[src/hw/ddrlf_pkg.sv]
// constants and shared types for the ddr link fifo channel
//Behaviour
// - transmit reset holds the full flag high until the channel is initialised.
// - transmit reset resets the whole channel and drives the far receiver reset line.
// - a word is taken at a write clock rising edge with request high and full low.
// - write requests made while full is high are ignored.
// - data width is a parameter; with parity it must be a multiple of 8.
// - one parity bit per 8 data bits, sampled like the write data.
// - empty goes high on channel reset and stays high until init and first word.
// - a read is taken at a read clock rising edge with request high and empty low.
// - after a read the next word appears on read data and holds until the next read.
// - read requests made while empty is high are ignored.
// - read data and parity widths equal the transmit widths and share timing.
// - one word per write clock and per read clock while flags allow.
// - two parcels per forwarded clock period on every lane.
// - far reset and almost-full return are slow asynchronous lines, not link data.
// - transmit signals follow the write clock, receive signals the read clock.
// - the link source clock generates the forwarded link clock.
// - transceiver holds transmitter and receiver paths.
// - latency counts link clock periods from write to availability at the read port.
// - valid flag high in the high phase marks data in that phase and the next.
// - words split into lane-wide parcels and reassembled at the receiver.
// - lanes change on both forwarded clock edges; receiver uses only the rising edge.
// - full and almost-full return derive from thresholds at seven eighths of depth; empty from a zero count or the receiver not running.
package ddrlf_pkg;
    localparam int DATA_W       = 16;
    localparam int LANE_W       = 8;
    localparam int BYTE_W       = 8;
    localparam int TX_DEPTH     = 32;
    localparam int RX_DEPTH     = 32;
    localparam int FULL_DIV     = 8;
    localparam int PARCEL_STEP  = 2;
    localparam int CLK_MHZ      = 200;
    localparam int TX_INIT_NS   = 2000;
    localparam int RX_INIT_NS   = 1000;
    localparam int TX_INIT_CYC  = (TX_INIT_NS * CLK_MHZ + 999) / 1000;
    localparam int RX_INIT_CYC  = (RX_INIT_NS * CLK_MHZ + 999) / 1000;
    localparam int INIT_W       = 12;

    typedef enum logic [1:0] {
        LS_RESET = 2'b00,
        LS_INIT  = 2'b01,
        LS_RUN   = 2'b10
    } ddrlf_link_st_t;

    typedef struct packed {
        logic fwd_clk;
        logic valid_flag;
        logic far_rst;
    } ddrlf_link_ctl_t;
endpackage

[src/hw/ddrlf_transceiver.sv]
// ddr link fifo transceiver: transmit fifo, serialiser, receiver and receive fifo
`timescale 1ns/1ps
module ddrlf_transceiver #(
    parameter int DATA_W    = ddrlf_pkg::DATA_W,
    parameter int LANE_W    = ddrlf_pkg::LANE_W,
    parameter int TX_DEPTH  = ddrlf_pkg::TX_DEPTH,
    parameter int RX_DEPTH  = ddrlf_pkg::RX_DEPTH,
    parameter bit PARITY_EN = 1'b1
) (
    // system
    input  wire logic                                clk_sys,
    input  wire logic                                reset,
    // transmit user port
    input  wire logic                                link_tx_reset,
    input  wire logic                                link_source_clock,
    input  wire logic                                user_write_clock,
    input  wire logic                                tx_write_request,
    input  wire logic [DATA_W-1:0]                   tx_write_data,
    input  wire logic [DATA_W/ddrlf_pkg::BYTE_W-1:0] tx_write_parity,
    output logic                                     tx_fifo_full,
    // outgoing link
    output logic                                     tx_forwarded_link_clock,
    output logic                                     tx_parcel_valid_flag,
    output logic [LANE_W-1:0]                        tx_ddr_link_lanes,
    output logic [LANE_W/ddrlf_pkg::BYTE_W-1:0]      tx_link_parity,
    output logic                                     tx_far_receiver_reset,
    input  wire logic                                tx_almost_full_return,
    // incoming link
    input  wire logic                                rx_forwarded_link_clock,
    input  wire logic                                rx_parcel_valid_flag,
    input  wire logic [LANE_W-1:0]                   rx_ddr_link_lanes,
    input  wire logic [LANE_W/ddrlf_pkg::BYTE_W-1:0] rx_link_parity,
    input  wire logic                                rx_far_receiver_reset,
    output logic                                     rx_almost_full_return,
    // receive user port
    input  wire logic                                user_read_clock,
    input  wire logic                                rx_read_request,
    output logic                                     rx_fifo_empty,
    output logic [DATA_W-1:0]                        rx_read_data,
    output logic [DATA_W/ddrlf_pkg::BYTE_W-1:0]      rx_read_parity
);
    localparam int PAR_W   = DATA_W / ddrlf_pkg::BYTE_W;
    localparam int LPAR_W  = LANE_W / ddrlf_pkg::BYTE_W;
    localparam int WORD_W  = DATA_W + PAR_W;
    localparam int PCL_W   = LANE_W + LPAR_W;
    localparam int PARCELS = DATA_W / LANE_W;
    localparam int PI_W    = $clog2(PARCELS + 1);
    localparam int TA_W    = $clog2(TX_DEPTH);
    localparam int RA_W    = $clog2(RX_DEPTH);
    localparam int CTL_N   = 10;
    localparam int SW      = CTL_N + PCL_W + DATA_W + PAR_W;
    localparam logic [TA_W:0] TX_FULL_THR = (TA_W+1)'(TX_DEPTH - TX_DEPTH / ddrlf_pkg::FULL_DIV);
    localparam logic [RA_W:0] RX_AF_THR   = (RA_W+1)'(RX_DEPTH - RX_DEPTH / ddrlf_pkg::FULL_DIV);
    localparam logic [RA_W:0] RX_CAP      = (RA_W+1)'(RX_DEPTH);
    localparam logic [PI_W-1:0] PI_STEP   = PI_W'(ddrlf_pkg::PARCEL_STEP);
    localparam logic [PI_W-1:0] PI_LAST   = PI_W'(PARCELS);
    localparam logic [ddrlf_pkg::INIT_W-1:0] TX_INIT_LAST = ddrlf_pkg::INIT_W'(ddrlf_pkg::TX_INIT_CYC - 1);
    localparam logic [ddrlf_pkg::INIT_W-1:0] RX_INIT_LAST = ddrlf_pkg::INIT_W'(ddrlf_pkg::RX_INIT_CYC - 1);

    typedef struct packed {
        logic [SW-1:0]                    s1;
        logic [SW-1:0]                    s2;
        logic                             wclk_p;
        logic                             rclk_p;
        logic                             src_p;
        logic                             lclk_p;
        logic                             lrise_p;
        logic [PCL_W-1:0]                 lane_p;
        ddrlf_pkg::ddrlf_link_st_t        tx_st;
        logic [ddrlf_pkg::INIT_W-1:0]     tx_init;
        logic [TA_W:0]                    tx_cnt;
        logic [TA_W-1:0]                  tx_wp;
        logic [TA_W-1:0]                  tx_rp;
        logic [1:0][WORD_W-1:0]           skid;
        logic [1:0]                       skid_n;
        logic [WORD_W-1:0]                shreg;
        logic [PI_W-1:0]                  tx_pidx;
        logic                             tx_busy;
        logic                             full;
        ddrlf_pkg::ddrlf_link_ctl_t       ctl;
        logic [PCL_W-1:0]                 tx_lane;
        ddrlf_pkg::ddrlf_link_st_t        rx_st;
        logic [ddrlf_pkg::INIT_W-1:0]     rx_init;
        logic [RA_W:0]                    rx_cnt;
        logic [RA_W-1:0]                  rx_wp;
        logic [RA_W-1:0]                  rx_rp;
        logic                             pend_flag;
        logic [PCL_W-1:0]                 pend_p0;
        logic [WORD_W-1:0]                acc;
        logic [PI_W-1:0]                  rx_pidx;
        logic                             empty;
        logic                             af_out;
        logic [WORD_W-1:0]                rdata;
    } ddrlf_state_t;

    ddrlf_state_t      q;
    ddrlf_state_t      n;
    logic [WORD_W-1:0] tx_mem [TX_DEPTH];
    logic [WORD_W-1:0] rx_mem [RX_DEPTH];
    logic [WORD_W-1:0] tx_head;
    logic [WORD_W-1:0] rx_head;
    logic              tx_we;
    logic [WORD_W-1:0] tx_wd;
    logic              rx_we;
    logic [WORD_W-1:0] rx_wd;
    logic [SW-1:0]     async_in;
    logic              flag_s, lclk_s, frr_s, af_s, src_s, rreq_s, rclk_s, wreq_s, wclk_s, txrst_s;
    logic [PCL_W-1:0]  lane_s;
    logic [PAR_W-1:0]  wpar_s;
    logic [DATA_W-1:0] wdata_s;
    logic              w_edge, r_edge, s_rise, s_fall, l_rise;
    logic              wr_take, buf_push, ser_take, rd_take, rx_push;

    function automatic logic [PCL_W-1:0] parcel(input logic [WORD_W-1:0] w, input logic [PI_W-1:0] i);
        parcel = {w[DATA_W + int'(i) * LPAR_W +: LPAR_W], w[int'(i) * LANE_W +: LANE_W]};
    endfunction

    // slow control lines and all foreign-domain inputs: two flops before use
    assign async_in = {tx_write_data, tx_write_parity, rx_link_parity, rx_ddr_link_lanes, link_tx_reset,
                       user_write_clock, tx_write_request, user_read_clock, rx_read_request, link_source_clock,
                       tx_almost_full_return, rx_far_receiver_reset, rx_forwarded_link_clock, rx_parcel_valid_flag};
    assign flag_s  = q.s2[0];
    assign lclk_s  = q.s2[1];
    assign frr_s   = q.s2[2];
    assign af_s    = q.s2[3];
    assign src_s   = q.s2[4];
    assign rreq_s  = q.s2[5];
    assign rclk_s  = q.s2[6];
    assign wreq_s  = q.s2[7];
    assign wclk_s  = q.s2[8];
    assign txrst_s = q.s2[9];
    assign lane_s  = {q.s2[CTL_N + LANE_W +: LPAR_W], q.s2[CTL_N +: LANE_W]};
    assign wpar_s  = PARITY_EN ? q.s2[CTL_N + PCL_W +: PAR_W] : '0;
    assign wdata_s = q.s2[CTL_N + PCL_W + PAR_W +: DATA_W];
    assign tx_head = tx_mem[q.tx_rp];
    assign rx_head = rx_mem[q.rx_rp];

    // user clocks are sampled and only their rising edges act
    assign w_edge = wclk_s & ~q.wclk_p;
    assign r_edge = rclk_s & ~q.rclk_p;
    // forwarded clock follows the synchronised source clock, both edges used
    assign s_rise = src_s & ~q.src_p;
    assign s_fall = ~src_s & q.src_p;
    // the receiver acts on the incoming rising edge only
    assign l_rise = lclk_s & ~q.lclk_p;

    // take a word only on a write edge with full low
    assign wr_take  = w_edge & wreq_s & ~q.full & (q.tx_st == ddrlf_pkg::LS_RUN);
    assign buf_push = (q.tx_cnt != '0) & (q.skid_n != 2'h2) & (q.tx_st == ddrlf_pkg::LS_RUN);
    // no new word starts while the far receiver reports almost full
    assign ser_take = s_rise & ~q.tx_busy & (q.skid_n != 2'h0) & ~af_s & (q.tx_st == ddrlf_pkg::LS_RUN);
    // read only on a read edge with empty low
    assign rd_take  = r_edge & rreq_s & ~q.empty;
    assign rx_push  = l_rise & q.pend_flag & (q.rx_st == ddrlf_pkg::LS_RUN) & (q.rx_pidx + PI_STEP == PI_LAST)
                      & (q.rx_cnt < RX_CAP);

    always_comb begin
        n        = q;
        n.s1     = async_in;
        n.s2     = q.s1;
        n.wclk_p = wclk_s;
        n.rclk_p = rclk_s;
        n.src_p  = src_s;
        n.lclk_p = lclk_s;
        n.lrise_p = l_rise;
        n.lane_p = lane_s;
        tx_we    = wr_take;
        tx_wd    = {wpar_s, wdata_s};
        rx_we    = 1'b0;
        rx_wd    = '0;

        case (q.tx_st)
            ddrlf_pkg::LS_RESET: begin
                n.tx_st   = ddrlf_pkg::LS_INIT;
                n.tx_init = '0;
            end
            ddrlf_pkg::LS_INIT: begin
                n.tx_init = q.tx_init + 12'h001;
                if (q.tx_init == TX_INIT_LAST) begin
                    n.tx_st = ddrlf_pkg::LS_RUN;
                end
            end
            ddrlf_pkg::LS_RUN: begin
                n.tx_st = ddrlf_pkg::LS_RUN;
            end
            default: begin
                n.tx_st = ddrlf_pkg::LS_RESET;
            end
        endcase

        if (wr_take) begin
            n.tx_wp = q.tx_wp + TA_W'(1);
        end
        if (buf_push) begin
            n.tx_rp = q.tx_rp + TA_W'(1);
        end
        n.tx_cnt = q.tx_cnt + (TA_W+1)'(wr_take) - (TA_W+1)'(buf_push);

        // two-entry buffer between the fifo and the serialiser
        n.skid_n = q.skid_n - 2'(ser_take);
        if (ser_take) begin
            n.skid[0] = q.skid[1];
        end
        if (buf_push) begin
            n.skid[n.skid_n[0]] = tx_head;
            n.skid_n = n.skid_n + 2'h1;
        end

        // high phase carries the even parcel, low phase the odd one
        if (s_rise) begin
            n.ctl.fwd_clk = 1'b1;
            if (q.tx_busy) begin
                n.tx_lane        = parcel(q.shreg, q.tx_pidx);
                n.ctl.valid_flag = 1'b1;
            end else if (ser_take) begin
                n.shreg          = q.skid[0];
                n.tx_pidx        = '0;
                n.tx_busy        = 1'b1;
                n.tx_lane        = parcel(q.skid[0], '0);
                n.ctl.valid_flag = 1'b1;
            end else begin
                n.ctl.valid_flag = 1'b0;
            end
        end
        if (s_fall) begin
            n.ctl.fwd_clk = 1'b0;
            if (q.tx_busy) begin
                n.tx_lane = parcel(q.shreg, q.tx_pidx + PI_W'(1));
                n.tx_pidx = q.tx_pidx + PI_STEP;
                if (q.tx_pidx + PI_STEP == PI_LAST) begin
                    n.tx_busy = 1'b0;
                end
            end
        end

        // transmit reset clears the whole path and resets the far end
        if (txrst_s) begin
            n.tx_st          = ddrlf_pkg::LS_RESET;
            n.tx_cnt         = '0;
            n.tx_wp          = '0;
            n.tx_rp          = '0;
            n.skid_n         = 2'h0;
            n.tx_busy        = 1'b0;
            n.ctl.valid_flag = 1'b0;
            tx_we            = 1'b0;
        end
        n.ctl.far_rst = (n.tx_st == ddrlf_pkg::LS_RESET);
        // full held during reset and init, then from the almost-full threshold
        n.full = (n.tx_st != ddrlf_pkg::LS_RUN) | (n.tx_cnt >= TX_FULL_THR);

        // receive side sequencing
        case (q.rx_st)
            ddrlf_pkg::LS_RESET: begin
                n.rx_st   = ddrlf_pkg::LS_INIT;
                n.rx_init = '0;
            end
            ddrlf_pkg::LS_INIT: begin
                n.rx_init = q.rx_init + 12'h001;
                if (q.rx_init == RX_INIT_LAST) begin
                    n.rx_st = ddrlf_pkg::LS_RUN;
                end
            end
            ddrlf_pkg::LS_RUN: begin
                n.rx_st = ddrlf_pkg::LS_RUN;
            end
            default: begin
                n.rx_st = ddrlf_pkg::LS_RESET;
            end
        endcase

        // at each rising edge close the pair begun one period earlier
        if (l_rise && q.pend_flag && q.rx_st == ddrlf_pkg::LS_RUN) begin
            n.acc[int'(q.rx_pidx) * LANE_W +: LANE_W]                = q.pend_p0[LANE_W-1:0];
            n.acc[DATA_W + int'(q.rx_pidx) * LPAR_W +: LPAR_W]       = q.pend_p0[LANE_W +: LPAR_W];
            n.acc[(int'(q.rx_pidx) + 1) * LANE_W +: LANE_W]          = q.lane_p[LANE_W-1:0];
            n.acc[DATA_W + (int'(q.rx_pidx) + 1) * LPAR_W +: LPAR_W] = q.lane_p[LANE_W +: LPAR_W];
            n.rx_pidx = (q.rx_pidx + PI_STEP == PI_LAST) ? '0 : q.rx_pidx + PI_STEP;
        end
        // high-phase parcel taken one cycle after the edge for margin against lane skew
        if (q.lrise_p) begin
            n.pend_flag = flag_s & (q.rx_st == ddrlf_pkg::LS_RUN);
            n.pend_p0   = lane_s;
        end
        if (rx_push) begin
            rx_we   = 1'b1;
            rx_wd   = n.acc;
            n.rx_wp = q.rx_wp + RA_W'(1);
        end
        // next word loads on an accepted read and then holds
        if (rd_take) begin
            n.rdata = PARITY_EN ? rx_head : {{PAR_W{1'b0}}, rx_head[DATA_W-1:0]};
            n.rx_rp = q.rx_rp + RA_W'(1);
        end
        n.rx_cnt = q.rx_cnt + (RA_W+1)'(rx_push) - (RA_W+1)'(rd_take);

        if (frr_s) begin
            n.rx_st     = ddrlf_pkg::LS_RESET;
            n.rx_cnt    = '0;
            n.rx_wp     = '0;
            n.rx_rp     = '0;
            n.rx_pidx   = '0;
            n.pend_flag = 1'b0;
            rx_we       = 1'b0;
        end
        // empty until running and a word is stored
        n.empty  = (n.rx_st != ddrlf_pkg::LS_RUN) | (n.rx_cnt == '0);
        // almost-full also held while not running, so nothing is sent too early
        n.af_out = (n.rx_st != ddrlf_pkg::LS_RUN) | (n.rx_cnt >= RX_AF_THR);
    end

    always_ff @(posedge clk_sys or posedge reset) begin
        if (reset) begin
            q             <= '0;
            q.full        <= 1'b1;
            q.ctl.far_rst <= 1'b1;
            q.empty       <= 1'b1;
            q.af_out      <= 1'b1;
        end else begin
            q <= n;
        end
    end

    // fifo storage carries no reset
    always_ff @(posedge clk_sys) begin
        if (tx_we) begin
            tx_mem[q.tx_wp] <= tx_wd;
        end
        if (rx_we) begin
            rx_mem[q.rx_wp] <= rx_wd;
        end
    end

    // ports come straight from state flops
    assign tx_fifo_full            = q.full;
    assign tx_forwarded_link_clock = q.ctl.fwd_clk;
    assign tx_parcel_valid_flag    = q.ctl.valid_flag;
    assign tx_ddr_link_lanes       = q.tx_lane[LANE_W-1:0];
    assign tx_link_parity          = q.tx_lane[LANE_W +: LPAR_W];
    assign tx_far_receiver_reset   = q.ctl.far_rst;
    assign rx_almost_full_return   = q.af_out;
    assign rx_fifo_empty           = q.empty;
    assign rx_read_data            = q.rdata[DATA_W-1:0];
    assign rx_read_parity          = q.rdata[DATA_W +: PAR_W];
endmodule // ddrlf_transceiver

[config.mk]
export PLATFORM = sky130hd
export DESIGN_NAME = ddrlf_transceiver
export DESIGN_NICKNAME = d
export VERILOG_FILES = /design/src/hw/ddrlf_pkg.sv /design/src/hw/ddrlf_transceiver.sv
export SDC_FILE = /design/constraint.sdc
export NUM_CORES = 2
export LEC_CHECK = 0
export ABC_AREA = 1
export BUFFER_PORTS_ARGS = -buffer_cell sky130_fd_sc_hd__buf_4
export CAP_MARGIN = 10
export CORE_ASPECT_RATIO = 1.75
export CORE_MARGIN = 2
export CORE_UTILIZATION = 40
export DETAILED_ROUTE_END_ITERATION = 7
export PLACE_DENSITY = 0.6
export SYNTH_ARGS = -nofsm -noshare
export SYNTH_HDL_FRONTEND = slang
export SYNTH_SLANG_ARGS = --single-unit
[constraint.sdc]
create_clock -name clk_sys -period 9.22 [get_ports clk_sys]
set_input_delay 0 -clock clk_sys [delete_from_list [all_inputs] [get_ports clk_sys]]
set_output_delay 0 -clock clk_sys [all_outputs]
set_load 0.02 [all_outputs]
==> metrics.txt <==
Seq/Total Area, Yosys 0.7112; Synth Instances 5135; Core ar. 143200 um2; min-delay worst type reg -> reg; number of vias per cell 5.162; worst skew pair latency 0.77 ns; worst path cell trace buf_4 -> buf_4 -> buf_4 -> nor2_1 -> nor2_1 -> o21ai_0 -> a21oi_1 -> nor2_1 -> nand2_1 -> nand3_1 -> nand2_1; H-tree depth 4; clk sinks 1405; Setup TNS 0 ns; max layer used met4; Setup Viol. Count Final 0; final worst-path cycle share 0.4818; ys async rst share 0.1801; WHS Path Cells 0; Design Power 0.01246 W; syn nets 5207; DIE WIDTH 290.7 um; DR pass1 iterations 5; Yosys Warn Count 0; Routed Antenna Nets 0; final wirelength 147700 um; Max Root-Sink Buffers 3; worst setup path class reg -> reg; CP arrival 5.14 ns; WL per Instance 20.49 um; Crit path largest cell delay 1.12 ns; worst flop-to-flop path endpoint rx_read_data[5]; r2r startpoint q[50]; Peak VDD IR 0.1728 mV; Final HPWL DP 89360 um; number of buffers and inverters on the critical path 3; drt drc 0; placed instance count 6890; flop2flop setup slack 4.78 ns; CP endpoint kind register; Clock Skew 0.03292 ns; Initial Util 0.4019; actual slew at the worst max-slew pin 1.242 ns; achievable clock frequency 225.1 MHz; critical path fanouts, max 90; Post-synth EDFFs 1152; TritonCTS buffer count 132; Cell Pwr Density 192.0 nW/um2; total gr overflow 0; Boundary Pins 72; share of layout cells above drive strength 1 0.08880; RePlAce Congestion 0.8540; Hold Startpoint n[232]; R2R cell count 11; vias post-DR 37220; crit-path leading delay family buffers and inverters; Clock Pin Slew Worst Setup and Hold Paths 0.06 ns; Worst Hold End q[232]; status completed; WL met2 79160 um; Starting DRT DRC Count 2901; Cell Count, Final, Fillers Out 7210; Post-Place Setup Slack 4.843 ns; CTS tree done; met3 wire len 5925 um; Top FF cell, synth edfxtp_1; Post-Syn Area 57550 um2; area delta synth->final 12.80%; vias in the first global route 36870; Syn Area/Cell 11.21 um2; Die H 505.8 um; worst setup margin 4.778 ns; Max Cap Viol 0; Slew Limit Fails 0; fin nets 5312; RSZ-0062 raised after global routing false; gr usage total 0.2000; met1 WL 54470 um; Yosys cell types 43; initial antenna violation count 2; CTS root buf clkbuf_16; Die Area 147000 um2; post-route minimum period 4.442 ns; max_slew headroom 0.1709; global-route wire length before repair 223100 um; IO buf count 71; P_leak 24.04 nW; critical path required time 9.92 ns; Startpoint Class register; row cnt 184; slowest CP cell dfrtp_4; largest net degree at the start of global routing 184; Hold Fails Final Rpt 0; Synth Register Bits 1405
## cell usage in the layout (no fill, tap or decap), types with 5 or more instances in the layout
cell / synthesis / layout
o211ai_1: 44 / 44
nand2_2: 7 / 7
nor3_1: 25 / 25
ha_1: 31 / 31
buf_4: 63 / 181
clkbuf_16: 0 / 139
clkbuf_8: 0 / 8
nand3_1: 577 / 577
nand2_1: 1169 / 1169
nor2_1: 713 / 648
clkinv_1: 5 / 26
dfrtp_1: 249 / 245
o21ai_0: 259 / 259
nor4_1: 7 / 7
inv_2: 8 / 7
a21oi_1: 126 / 126
inv_6: 1 / 5
dlygate4sd3_1: 0 / 76
nor2_2: 0 / 65
edfxtp_1: 1152 / 1152
a21oi_2: 7 / 7
inv_1: 322 / 321
nand4_1: 9 / 9
clkinv_2: 0 / 17
clkbuf_1: 82 / 31
inv_8: 0 / 5
o21ai_1: 102 / 102
bufinv_16: 0 / 9
## state kept, by name, indices dropped and copies added (netlist names), 2 cells and up
signal / count
lane_s: 9
n: 40
q: 167
rx_mem: 576
rx_read_data: 16
rx_read_parity: 2
tx_ddr_link_lanes: 8
tx_mem: 576
## cells in the mapped netlist, drive strengths merged (9+ instances only)
master,instances,share of area
a21oi,133,0.012
clkbuf,82,0.0053
inv,332,0.022
edfxtp,1152,0.60
nor2,715,0.047
nand4,9,0.00098
dfrtp,249,0.11
ha,31,0.0067
nand3,577,0.050
nor3,25,0.0022
o21ai,361,0.031
buf,205,0.023
nand2,1176,0.077
o211ai,44,0.0057
## power by group
part | switching (W) | internal [W]
combinational | 0.0000565 | 0.0000460
sequential | 0.0000562 | 0.00686
clock | 0.00235 | 0.00310
## metal layers
metal,GRT usage,vias up
li1,-,17620
met1,0.2182,18320
met2,0.3727,986
met3,0.02686,288
met4,0.1099,0
met5,0,-
## cell type report
type / instances / area [um2]
Clock buffer: 178 / 3705
Antenna cell: 1 / 2.502
Multi-Input combinational cell: 3106 / 13870
Fill cell: 13000 / 78290
Inverter: 337 / 1292
Sequential cell: 1405 / 40940
Timing Repair Buffer: 258 / 2140
Tap cell: 1860 / 2327
Clock inverter: 65 / 630.6
## kinds of logic after synthesis
| group | synth area share |
|---|---|
| adders and majority gates | 0.007436 |
| and+or+nand+nor | 0.1791 |
| xor gates and xnor gates | 0.0006089 |
| DFF | 0.7112 |
| AOI/OAI and AO/OA | 0.05103 |
| buffers and inverters | 0.05059 |
## worst max path at each step
stage | cells past startpoint | slack, ns | from | endpoint
after global routing | 11 | 4.50 | q[50] | rx_read_data[5]
after global placement | 11 | 4.84 | q[50] | rx_read_data[7]
after detailed placement | 11 | 4.84 | q[50] | rx_read_data[7]
after floorplan | 1 | 2.27 | reset | af_s
after CTS | 11 | 4.82 | q[50] | rx_read_data[7]
final | 11 | 4.78 | q[50] | rx_read_data[5]
## timing repair
item	in CTS	in global routing
buffers inserted	0	0
hold endpoints to repair	159	0
hold buffers	76	0
resized for setup	0	0
## stage by stage
step	hold WS (ns)	area (um2)	utilization
finish	0.3403	64910	0.4533
CTS	0.3390	64910	0.4533
global placement	0.08495	59810	0.4177
global route	0.3428	64910	0.4533
detailed placement	0.08802	59810	0.4177
floorplan	0.03143	57550	-
(Power assumes the default switching activity.)
